[src/pkg/overlay_pkg.sv]
`default_nettype none
package overlay_pkg;
  // Register byte offsets
  localparam logic [7:0] CTRL_OFS = 8'h00;
  localparam logic [7:0] BASE_OFS = 8'h04;
  localparam logic [7:0] POS_OFS = 8'h08;
  localparam logic [7:0] STATUS_OFS = 8'h0c;
  // Field positions
  localparam int CTRL_EN_BIT = 0;
  localparam int POS_X_LSB = 0;
  localparam int POS_Y_LSB = 16;
  localparam int STATUS_Y_LSB = 16;
  localparam int STATUS_BUSY_BIT = 0;
  localparam int COORD_W = 12;
  // Reset values
  localparam logic [31:0] CTRL_RESET = 32'h0000_0000;
  localparam logic [31:0] BASE_RESET = 32'h0000_0000;
  localparam logic [31:0] POS_RESET = 32'h0000_0000;
  // Pixel, cursor, output buffer and fetch state layout
  localparam int BYPASS_SEL_BIT = 31;
  localparam int CUR_MODE_BIT = 15;
  localparam logic [11:0] CURSOR_DIM = 12'h020;
  localparam int WORDS_PER_ROW = 16;
  localparam logic [3:0] LAST_WORD = 4'hf;
  localparam int FIFO_DEPTH = 2;
  localparam logic [1:0] FIFO_FULL = 2'h2;
  typedef enum {FETCH_IDLE, FETCH_BUSY} fetch_state_e;
endpackage : overlay_pkg
`default_nettype wire

[src/logic/direct_color_cursor_overlay.sv]
// Function
// - Pixel bit 31 clear: low three bytes are LUT gamma indices, rest ignored.
// - Bit 31 set: 10-bit bypass colour, bytes give bits 9:2, 29:24 low.
// - Wider buses repeat the 32-bit word, lowest word first; here frame_pixel_bus is 32 bits only.
// - Hardware cursor is 32 by 32 pixels, 15-bit colour plus mode bit.
// - Cursor pattern fetched from 2KByte bitmap at programmable framestore base.
// - Registers hold cursor enable, bitmap base and cursor X and Y.
// - Cursor pixel: bit 15 mode, 14:10 red, 9:5 green, 4:0 blue.
// - Each 5-bit cursor component is replicated into both halves of 10 bits.
// - Mode bit one: widened cursor colour replaces the display pixel.
// - Mode bit zero: widened cursor colour XORed into display pixel.
// - Cursor pixel of zero leaves the display pixel untouched.
// - Cursor is mixed after video overlay, so it sits on top.
// - Bypass with fixed low bits serves as 8:8:8 without gamma.
//
// Added by the designer: the placing of the registers and the AHB-Lite register port.
`timescale 1ns/100ps
`default_nettype none
module direct_color_cursor_overlay (
  input wire logic ref_clk,
  input wire logic reset_n,
  input wire logic hsel,
  input wire logic [31:0] haddr,
  input wire logic [1:0] htrans,
  input wire logic hwrite,
  input wire logic [2:0] hsize,
  input wire logic [31:0] hwdata,
  input wire logic hready,
  output logic hreadyout,
  output logic hresp,
  output logic [31:0] hrdata,
  input wire logic frame_start,
  input wire logic line_start,
  input wire logic pix_valid,
  output logic pix_ready,
  input wire logic [31:0] frame_pixel_bus,
  input wire logic video_active,
  input wire logic [29:0] video_rgb,
  output logic mem_req,
  output logic [31:0] mem_addr,
  input wire logic mem_ack,
  input wire logic [31:0] mem_rdata,
  output logic out_valid,
  input wire logic out_ready,
  output logic out_use_lut,
  output logic [29:0] out_rgb
);

  // Register file
  logic wr_pend_reg, wr_pend_next;
  logic [7:0] wr_addr_reg, wr_addr_next;
  logic [31:0] ctrl_reg, ctrl_next;
  logic [31:0] base_reg, base_next;
  logic [31:0] pos_reg, pos_next;
  logic [31:0] hrdata_reg, hrdata_next;
  logic addr_phase, cursor_en;
  logic [11:0] cur_x, cur_y;
  // Raster and fetch state
  logic [11:0] x_reg, x_next, y_reg, y_next, row_off, x_off, y_off;
  overlay_pkg::fetch_state_e state_reg, state_next;
  logic [3:0] word_reg, word_next;
  logic [4:0] row_reg, row_next;
  logic [31:0] addr_reg, addr_next, d;
  logic line_ok_reg, line_ok_next, new_line;
  logic [31:0] lb_reg [overlay_pkg::WORDS_PER_ROW];
  // Mixing
  logic dec_lut, base_lut, hit, mix_lut, push, pop;
  logic [29:0] dec_rgb, base_rgb, wide, mix_rgb;
  logic [15:0] cur_pix;
  // Output buffer
  logic [30:0] fifo_reg [overlay_pkg::FIFO_DEPTH];
  logic wr_ptr_reg, wr_ptr_next, rd_ptr_reg, rd_ptr_next;
  logic [1:0] count_reg, count_next;

  assign addr_phase = hsel & hready & htrans[1];
  assign cursor_en = ctrl_reg[overlay_pkg::CTRL_EN_BIT];
  assign cur_x = pos_reg[overlay_pkg::POS_X_LSB +: overlay_pkg::COORD_W];
  assign cur_y = pos_reg[overlay_pkg::POS_Y_LSB +: overlay_pkg::COORD_W];
  assign hreadyout = 1'b1;
  assign hresp = 1'b0;
  assign hrdata = hrdata_reg;

  always_comb begin
    wr_pend_next = addr_phase & hwrite;
    wr_addr_next = addr_phase ? haddr[7:0] : wr_addr_reg;
    ctrl_next = ctrl_reg;
    base_next = base_reg;
    pos_next = pos_reg;
    hrdata_next = hrdata_reg;
    if (wr_pend_reg) begin
      case (wr_addr_reg)
        overlay_pkg::CTRL_OFS: ctrl_next = hwdata;
        overlay_pkg::BASE_OFS: base_next = hwdata;
        overlay_pkg::POS_OFS: pos_next = hwdata;
        default: ctrl_next = ctrl_reg;
      endcase
    end
    if (addr_phase & ~hwrite) begin
      case (haddr[7:0])
        overlay_pkg::CTRL_OFS: hrdata_next = ctrl_reg;
        overlay_pkg::BASE_OFS: hrdata_next = base_reg;
        overlay_pkg::POS_OFS: hrdata_next = pos_reg;
        overlay_pkg::STATUS_OFS: hrdata_next = {4'h0, y_reg, 15'h0,
            state_reg == overlay_pkg::FETCH_BUSY};
        default: hrdata_next = 32'h0000_0000;
      endcase
    end
  end

  always_ff @(posedge ref_clk) begin
    if (!reset_n) begin
      wr_pend_reg <= 1'b0;
      wr_addr_reg <= 8'h00;
      ctrl_reg <= overlay_pkg::CTRL_RESET;
      base_reg <= overlay_pkg::BASE_RESET;
      pos_reg <= overlay_pkg::POS_RESET;
      hrdata_reg <= 32'h0000_0000;
    end else begin
      wr_pend_reg <= wr_pend_next;
      wr_addr_reg <= wr_addr_next;
      ctrl_reg <= ctrl_next;
      base_reg <= base_next;
      pos_reg <= pos_next;
      hrdata_reg <= hrdata_next;
    end
  end

  // Raster position and per-line cursor row fetch
  assign new_line = frame_start | line_start;
  assign row_off = y_next - cur_y;
  assign mem_req = state_reg == overlay_pkg::FETCH_BUSY;
  assign mem_addr = addr_reg;

  always_comb begin
    x_next = x_reg;
    y_next = y_reg;
    state_next = state_reg;
    word_next = word_reg;
    row_next = row_reg;
    addr_next = addr_reg;
    line_ok_next = line_ok_reg;
    if (push) begin
      x_next = x_reg + 12'h001;
    end
    if (frame_start) begin
      y_next = 12'h000;
    end else if (line_start) begin
      y_next = y_reg + 12'h001;
    end
    case (state_reg)
      overlay_pkg::FETCH_IDLE: begin
        if (new_line) begin
          x_next = 12'h000;
          line_ok_next = 1'b0;
          if (cursor_en && row_off < overlay_pkg::CURSOR_DIM) begin
            state_next = overlay_pkg::FETCH_BUSY;
            word_next = 4'h0;
            row_next = row_off[4:0];
            addr_next = base_reg + {21'h0, row_off[4:0], 6'h00};
          end
        end
      end
      overlay_pkg::FETCH_BUSY: begin
        if (mem_ack) begin
          if (word_reg == overlay_pkg::LAST_WORD) begin
            state_next = overlay_pkg::FETCH_IDLE;
            line_ok_next = 1'b1;
          end else begin
            word_next = word_reg + 4'h1;
            addr_next = base_reg +
                {21'h0, row_reg, word_reg + 4'h1, 2'b00};
          end
        end
      end
      default: state_next = overlay_pkg::FETCH_IDLE;
    endcase
  end

  always_ff @(posedge ref_clk) begin
    if (!reset_n) begin
      x_reg <= 12'h000;
      y_reg <= 12'h000;
      state_reg <= overlay_pkg::FETCH_IDLE;
      word_reg <= 4'h0;
      row_reg <= 5'h00;
      addr_reg <= 32'h0000_0000;
      line_ok_reg <= 1'b0;
    end else begin
      x_reg <= x_next;
      y_reg <= y_next;
      state_reg <= state_next;
      word_reg <= word_next;
      row_reg <= row_next;
      addr_reg <= addr_next;
      line_ok_reg <= line_ok_next;
    end
  end

  // One cursor row: 16 words of two pixels, even pixel in low half
  generate
    for (genvar i = 0; i < overlay_pkg::WORDS_PER_ROW; i++) begin : g_line
      logic [31:0] lb_next;
      always_comb begin
        lb_next = lb_reg[i];
        if (mem_req && mem_ack && word_reg == 4'(i)) begin
          lb_next = mem_rdata;
        end
      end
      always_ff @(posedge ref_clk) begin
        if (!reset_n) begin
          lb_reg[i] <= 32'h0000_0000;
        end else begin
          lb_reg[i] <= lb_next;
        end
      end
    end
  endgenerate

  // Pixel decode, video overlay, then cursor mix
  assign d = frame_pixel_bus;
  assign dec_lut = ~d[overlay_pkg::BYPASS_SEL_BIT];
  assign dec_rgb = dec_lut ?
      {d[23:16], 2'b00, d[15:8], 2'b00, d[7:0], 2'b00} :
      {d[23:16], d[29:28], d[15:8], d[27:26], d[7:0], d[25:24]};
  assign base_lut = video_active ? 1'b0 : dec_lut;
  assign base_rgb = video_active ? video_rgb : dec_rgb;
  assign x_off = x_reg - cur_x;
  assign y_off = y_reg - cur_y;
  assign hit = cursor_en && line_ok_reg &&
      x_off < overlay_pkg::CURSOR_DIM && y_off < overlay_pkg::CURSOR_DIM;
  assign cur_pix = x_off[0] ? lb_reg[x_off[4:1]][31:16] :
      lb_reg[x_off[4:1]][15:0];
  assign wide = {cur_pix[14:10], cur_pix[14:10], cur_pix[9:5], cur_pix[9:5],
      cur_pix[4:0], cur_pix[4:0]};

  always_comb begin
    mix_lut = base_lut;
    mix_rgb = base_rgb;
    if (!hit || cur_pix == 16'h0000) begin
      mix_rgb = base_rgb;
    end else if (cur_pix[overlay_pkg::CUR_MODE_BIT]) begin
      mix_lut = 1'b0;
      mix_rgb = wide;
    end else begin
      mix_rgb = base_rgb ^ wide;
    end
  end

  // Two-entry output buffer
  assign pix_ready = count_reg != overlay_pkg::FIFO_FULL && !new_line &&
      state_reg == overlay_pkg::FETCH_IDLE;
  assign push = pix_valid & pix_ready;
  assign out_valid = count_reg != 2'h0;
  assign pop = out_valid & out_ready;
  assign out_use_lut = fifo_reg[rd_ptr_reg][30];
  assign out_rgb = fifo_reg[rd_ptr_reg][29:0];

  always_comb begin
    wr_ptr_next = push ? ~wr_ptr_reg : wr_ptr_reg;
    rd_ptr_next = pop ? ~rd_ptr_reg : rd_ptr_reg;
    count_next = count_reg + {1'b0, push} - {1'b0, pop};
  end

  always_ff @(posedge ref_clk) begin
    if (!reset_n) begin
      wr_ptr_reg <= 1'b0;
      rd_ptr_reg <= 1'b0;
      count_reg <= 2'h0;
    end else begin
      wr_ptr_reg <= wr_ptr_next;
      rd_ptr_reg <= rd_ptr_next;
      count_reg <= count_next;
    end
  end

  generate
    for (genvar e = 0; e < overlay_pkg::FIFO_DEPTH; e++) begin : g_fifo
      logic [30:0] fifo_next;
      always_comb begin
        fifo_next = fifo_reg[e];
        if (push && wr_ptr_reg == 1'(e)) begin
          fifo_next = {mix_lut, mix_rgb};
        end
      end
      always_ff @(posedge ref_clk) begin
        if (!reset_n) begin
          fifo_reg[e] <= 31'h0;
        end else begin
          fifo_reg[e] <= fifo_next;
        end
      end
    end
  endgenerate
endmodule : direct_color_cursor_overlay
`default_nettype wire

[config.mk]
export PLATFORM = sky130hd
export DESIGN_NAME = direct_color_cursor_overlay
export DESIGN_NICKNAME = d
export VERILOG_FILES = /design/src/pkg/overlay_pkg.sv /design/src/logic/direct_color_cursor_overlay.sv
export SDC_FILE = /design/constraint.sdc
export NUM_CORES = 1
export LEC_CHECK = 0
export ABC_CLOCK_PERIOD_IN_PS = 6300
export BUFFER_PORTS_ARGS = -buffer_cell sky130_fd_sc_hd__clkbuf_2
export CAP_MARGIN = 20
export CORE_ASPECT_RATIO = 0.9
export CORE_MARGIN = 10
export CORE_UTILIZATION = 30
export CTS_CLUSTER_DIAMETER = 40
export DETAILED_ROUTE_END_ITERATION = 8
export PLACE_DENSITY = 0.54
export SLEW_MARGIN = 25
export SYNTH_ARGS = -nofsm -noshare
export SYNTH_HDL_FRONTEND = slang
export SYNTH_SLANG_ARGS = --single-unit
[constraint.sdc]
create_clock -name ref_clk -period 6.3 [get_ports ref_clk]
set_input_delay 0.63 -clock ref_clk [delete_from_list [all_inputs] [get_ports ref_clk]]
set_output_delay 0.63 -clock ref_clk [all_outputs]
set_load 0.1 [all_outputs]
==> results of run 1 <==
==> how the worst max path moves through the flow <==
stage                                     to  slack [ps]  depth (start not counted)
6_report       fifo_reg[0][26]$_SDFFCE_PN0P_        1440                         11
2_1_floorplan   fifo_reg[0][0]$_SDFFCE_PN0P_         530                          5
3_3_place_gp   fifo_reg[1][28]$_SDFFCE_PN0P_        1370                         11
5_1_grt        fifo_reg[1][23]$_SDFFCE_PN0P_        1070                         14
3_5_place_dp   fifo_reg[1][23]$_SDFFCE_PN0P_        1360                         11
4_1_cts        fifo_reg[1][23]$_SDFFCE_PN0P_        1330                         12
==> critical path, stage by stage (launching register included) <==
cell,delay (ps)
dfxtp_1,380
inv_1,90
ha_4,590
inv_1,390
xnor2_4,760
buf_4,640
nand2_1,140
a32o_1,300
a211oi_1,520
and3_1,400
o21ai_0,150
o2bb2ai_1,170
==> stage by stage <==
stage                     power (mW)  hold slack (ps)  utilization (%)  instance area, um2  std cells
after global placement          6.96              441             32.6               42600       5421
after floorplan                 6.62              429                -               39400       3646
after CTS                       14.1             82.2             36.0               47000       5662
after global routing            14.4              112             36.0               47100       5665
final                           13.9              132             36.0               47100       5666
after detailed placement        6.97              446             32.6               42700       5422
==> power by group <==
group / internal [mW] / leakage, nW / total [mW] / switching (mW)
clock network: 4.39 / 2.11 / 7.08 / 2.69
logic: 0.263 / 7.65 / 1.09 / 0.831
registers: 5.71 / 7.40 / 5.77 / 0.0573
==> Yosys cell counts, drive strengths merged, types with 11 or more instances <==
library cell,n
edfxtp,574
and2,524
nand2,483
a21oi,296
clkbuf,223
dfxtp,209
nor2,177
o21ai,107
nand2b,102
mux4,100
nor3,94
mux2i,78
nand3,71
ha,55
buf,50
inv,45
mux2,45
a22oi,41
xor2,35
a211oi,34
a21o,29
xnor2,29
nand4,28
and3,14
nor4,13
o41ai,13
or2,13
a31oi,11
a32oi,11
o211ai,11
==> cells by family (layout without fill, tap and decap cells) <==
kind of cell / count (synthesis) / count (layout) / share of synthesized area, %
multiplexers: 223 / 223 / 8.99
AO/OA/AOI/OAI: 623 / 623 / 9.58
other: 2 / 5 / 0.0191
buffers and inverters: 320 / 609 / 3.13
AND/OR/NAND/NOR: 1572 / 1572 / 20.5
adder cells (fa/ha/maj): 59 / 59 / 1.95
XOR/XNOR: 64 / 64 / 1.46
flip-flops: 783 / 783 / 54.4
==> area by class of cell <==
type,count,area (um2)
tap,1728,2160
clock buffer,151,3480
fill,12800,83800
multi-input combinational,2543,17100
sequential,783,21400
inverter,47,181
antenna,3,7.51
timing repair buffer,322,1850
clock inverter,89,898
==> routing by layer <==
metal  part of all wire (%)  up-vias  track usage, %
li1                       -    13400               -
met1                     42    14000            21.5
met2                     47      888            27.6
met3                    8.0      231            4.95
met4                    2.9       16            5.88
met5                  0.073        -               0
==> reports/qor.yml, run 1 <==
logic_synthesis:
  syn_area_per_cell_um2: 10.8
  yosysWarnings: 0
  synthTopCellsByArea: "edfxtp_1, dfxtp_1, and2_1"
  synthCells: 3646
  synth-seq-cells: 783
  synthDistinctLibCells: 79
  synth_top_area_cell: "edfxtp_1"
  ys_seq_area_share_pct: 54.4
  synth_top_area_share_pct: 43.8
  synth_flop_cell: "edfxtp_1"
  synth_edf_count: 574
  syn-num-nets: 3879
  async_flop_share_pct: 0
  syn_area_um2: 39400
die:
  initial_core_util_pct: 30.1
  row_count: 126
  die_h_um: 364
  design.die.area_um2: 146000
  ioPinCount: 274
  core-area_um2: 131000
  die-width_um: 402
detailed_routing:
  wl_per_cell_um: 22.6
  via_count: 28600
  drtAntennaViolNets: 0
  drc: 0
  avgViaCountPerCell: 5.04
  routed_wl_um: 128000
  drtIter0Drc: 2516
  dr.pass1.iters: 5
pwr:
  powerDensity_nw_per_um2: 296
  peakVddDrop_mv: 0.257
  power.leakage_nw: 17.2
min_path:
  min-delay-start: "haddr[5]"
  hp-class: "input pin to register"
  hold-path-endpoint: "wr_addr_reg[5]$_SDFFE_PN0P_"
  hold_depth: 3
critical_path:
  r2r-start: "pos_reg[3]$_SDFFE_PN0P_"
  worstRegToRegCells: 11
  startpoint: "pos_reg[3]$_SDFFE_PN0P_"
  path_max_fanout: 55
  cp.arrival_ps: 5320
  path_class: "register to register"
  critPathRequiredTime_ps: 6770
  end_kind: "register"
  r2r_slack_ps: 1440
  critPathLaunchType: "register"
  r2r_end: "fifo_reg[0][26]$_SDFFCE_PN0P_"
sta:
  setup_viol: 0
  fmax_ghz: 0.206
  hold_violations: 0
  period_needed_ps: 4860
  setup_tns_ps: 0
  skew_ps: 38.4
  drv_slew: 0
  post-route-period-util_pct: 77.1
  worst_slew_pin_slew_ps: 1110
  setup_ws_ps: 1440
  rsz0062_at_grt: "false"
  relSlewSlack_pct: 26.0
finish:
  layout_common_cells: "edfxtp_1, and2_1, nand2_1"
  largest_reg_flops: 512
  mostFrequentLayoutCell: "edfxtp_1"
  area_growth_syn_to_layout_pct: 19.5
  nets: 4063
  layout-drive-gt1-share_pct: 19.3
clocking:
  tritoncts: "yes"
  cts.repair.resized: 0
  ctsHoldBuffers: 0
  cts_buffers: 133
  clkLatencyLatePin_ps: 750
  clock_sinks: 783
  clk_path_buf_depth: 3
  h-tree-depth: 4
  worst_setup_hold_path_clk_slew_ps: 50
  postCtsSetupRepairBufs: 0
  cts_root_buffer: "clkbuf_16"
run_status:
  status: "completed"
flow_run:
  drv_cap: 0
place:
  hpwl_um: 78500
  io_buffer_count: 242
  preCtsSetupSlack_ps: 1360
  gp_congestion: 0.812
grt:
  antenna_found_initial: 13
  grt_max_degree: 92
  overflow: 0
  grt_first_pass_wirelength_um: 186000
  groute.usage.overall_pct: 17.0
  grt_pass1_vias: 27900
Power figures use the tool's default switching activity.
==> run 2, diff against run 1 <==
Settings changed: ABC_CLOCK_PERIOD_IN_PS 6300 to 4800.
Clock period 6.3 ns to 4.8 ns, I/O delays scaled along.
==> reports/qor.yml, run 2 (same netlist as run 1, synthesis figures left out) <==
run_status:
  status: "completed"  # unchanged
clocking:
  tritoncts: "yes"  # unchanged
  cts_buffers: 130  # was 133
  clkLatencyLatePin_ps: 750  # about the same
  cts.repair.resized: 0  # unchanged
  clock_sinks: 783  # unchanged
  cts_root_buffer: "clkbuf_16"  # unchanged
  worst_setup_hold_path_clk_slew_ps: 50  # about the same
  clk_path_buf_depth: 3  # unchanged
  h-tree-depth: 4  # unchanged
grt:
  overflow: 0  # unchanged
  groute.usage.overall_pct: 17.2  # was 17.0%
  met1_usage_pct: 22.6  # was 21.5%
  grt_first_pass_wirelength_um: 190000  # was 186000 um
  grt_pass1_vias: 28500  # was 27900
  use_met3_pct: 3.68  # was 4.95%
  antenna_found_initial: 13  # unchanged
  use_met2_pct: 28.6  # was 27.6%
  grt_busiest_layer: "met2"  # unchanged
  grt_max_degree: 200  # was 92
sta:
  fmax_ghz: 0.233  # was 0.206 GHz
  setup_tns_ps: 0  # unchanged
  setup_viol: 0  # unchanged
  relSlewSlack_pct: 37.8  # was 26.0%
  worst_slew_pin_slew_ps: 933  # was 1110 ps
  hold_violations: 0  # unchanged
  drv_slew: 0  # unchanged
  hold_ws_ps: 48.4  # was 132 ps
  rsz0062_at_grt: "false"  # unchanged
  skew_ps: 48.4  # was 38.4 ps
  post-route-period-util_pct: 89.6  # was 77.1%
  period_needed_ps: 4300  # was 4860 ps
place:
  gp_congestion: 0.806  # was 0.812
  io_buffer_count: 242  # unchanged
  hpwl_um: 82000  # was 78500 um
pwr:
  pwr-share-seq_pct: 40.0  # was 41.4%
  clkPwrFrac_pct: 52.1  # was 50.8%
  powerDensity_nw_per_um2: 393  # was 296 nW/um2
  swShare_pct: 25.6  # was 25.7%
  intPower_mw: 14.1  # was 10.4 mW
  p_comb_share_pct: 7.8  # was 7.9%
  power.leakage_nw: 17.6  # was 17.2 nW
  peakVddDrop_mv: 0.336  # was 0.257 mV
  p_switching_mw: 4.83  # was 3.58 mW
detailed_routing:
  wl_per_cell_um: 22.4  # was 22.6 um
  dr.pass1.iters: 6  # was 5
  via_count: 28900  # was 28600
  drtAntennaViolNets: 0  # unchanged
  drtIter0Drc: 2687  # was 2516
  routed_wl_um: 129000  # was 128000 um
  drc: 0  # unchanged
  avgViaCountPerCell: 5.04  # about the same
critical_path:
  critPathLaunchType: "register"  # unchanged
  r2r-start: "x_reg[0]$_SDFF_PN0_"  # was pos_reg[3]$_SDFFE_PN0P_
  startpoint: "x_reg[0]$_SDFF_PN0_"  # was pos_reg[3]$_SDFFE_PN0P_
  critPathRequiredTime_ps: 5260  # was 6770 ps
  path_max_fanout: 21  # was 55
  cp.arrival_ps: 4760  # was 5320 ps
  end_kind: "register"  # unchanged
  path_class: "register to register"  # unchanged
die:
  initial_core_util_pct: 30.1  # unchanged
  ioPinCount: 274  # unchanged
  design.die.area_um2: 146000  # unchanged
  core-area_um2: 131000  # unchanged
  row_count: 126  # unchanged
  die_h_um: 364  # unchanged
  die-width_um: 402  # unchanged
finish:
  layout-drive-gt1-share_pct: 19.8  # was 19.3%
  nets: 4124  # was 4063
  fillCellCount: 12700  # was 12800
  area_growth_syn_to_layout_pct: 22.1  # was 19.5%
  largest_reg_flops: 512  # unchanged
  multiInputGateArea_um2: 17100  # about the same
  layout_common_cells: "edfxtp_1, and2_1, nand2_1"  # unchanged
  layout.area.seq_um2: 21400  # unchanged
  mostFrequentLayoutCell: "edfxtp_1"  # unchanged
min_path:
  hp-class: "input pin to register"  # unchanged
  min-delay-start: "hwdata[31]"  # was haddr[5]
flow_run:
  drv_cap: 0  # unchanged
## run 2: critical path: stages, from the launching register on
cell,delay [ps]
dfxtp_1,350
inv_1,80
ha_1,160
inv_1,60
fa_4,1040
nand2b_1,570
nor4_1,130
a221oi_1,460
a31o_2,620
nor2_1,150
o21ai_0,260
a21oi_1,100
## run 2: layout make-up
| class | count | share of cell area (%) |
|---|---|---|
| diodes | 5 | 0.0260 |
| clock buffers | 144 | 7.00 |
| clock inverters | 94 | 2.71 |
| repair buffers | 386 | 5.31 |
| flip-flops and latches | 783 | 44.5 |
| inverters | 47 | 0.377 |
| multi-input cells | 2543 | 35.5 |
| well taps | 1728 | 4.49 |
## run 2: worst paths after layout
path              depth (start not counted)  slack, ps                             to
hold / removal                            3         50       pos_reg[31]$_SDFFE_PN0P_
setup reg to reg                         11        500  fifo_reg[1][15]$_SDFFCE_PN0P_
setup / recovery                         11        500  fifo_reg[1][15]$_SDFFCE_PN0P_
hold reg to reg                           2        450      ctrl_reg[19]$_SDFFE_PN0P_
## run 2: per-layer routing
metal,routed length [um],share of wire (%)
met5,56,0.044
met4,2650,2.1
met3,8730,6.8
met2,61500,48
met1,55600,43
## run 2: power groups by stage
stage                     clock network [mW]  registers, mW  logic, mW
final                                   9.85           7.57       1.48
after global routing                    10.3           7.59       1.57
after CTS                               9.99           7.57       1.50
after detailed placement                   0           7.70       1.47
after global placement                     0           7.69       1.46
after floorplan                            0           7.72      0.971
## run 2: timing repair
item	in CTS	in global routing
hold buffers	36	0
setup endpoints to repair	0	0
hold endpoints to repair	93	0
setup buffers	0	0
## run 2: metrics by stage
stage	util [%]	cells	setup WS, ps	total power, mW	cell area (um2)
2_1_floorplan	-	3646	226	8.69	39400
3_3_place_gp	32.8	5447	595	9.16	42900
3_5_place_dp	32.9	5451	582	9.17	43000
4_1_cts	36.7	5725	542	19.1	48100
5_1_grt	36.8	5727	249	19.5	48100
6_report	36.8	5730	500	18.9	48100
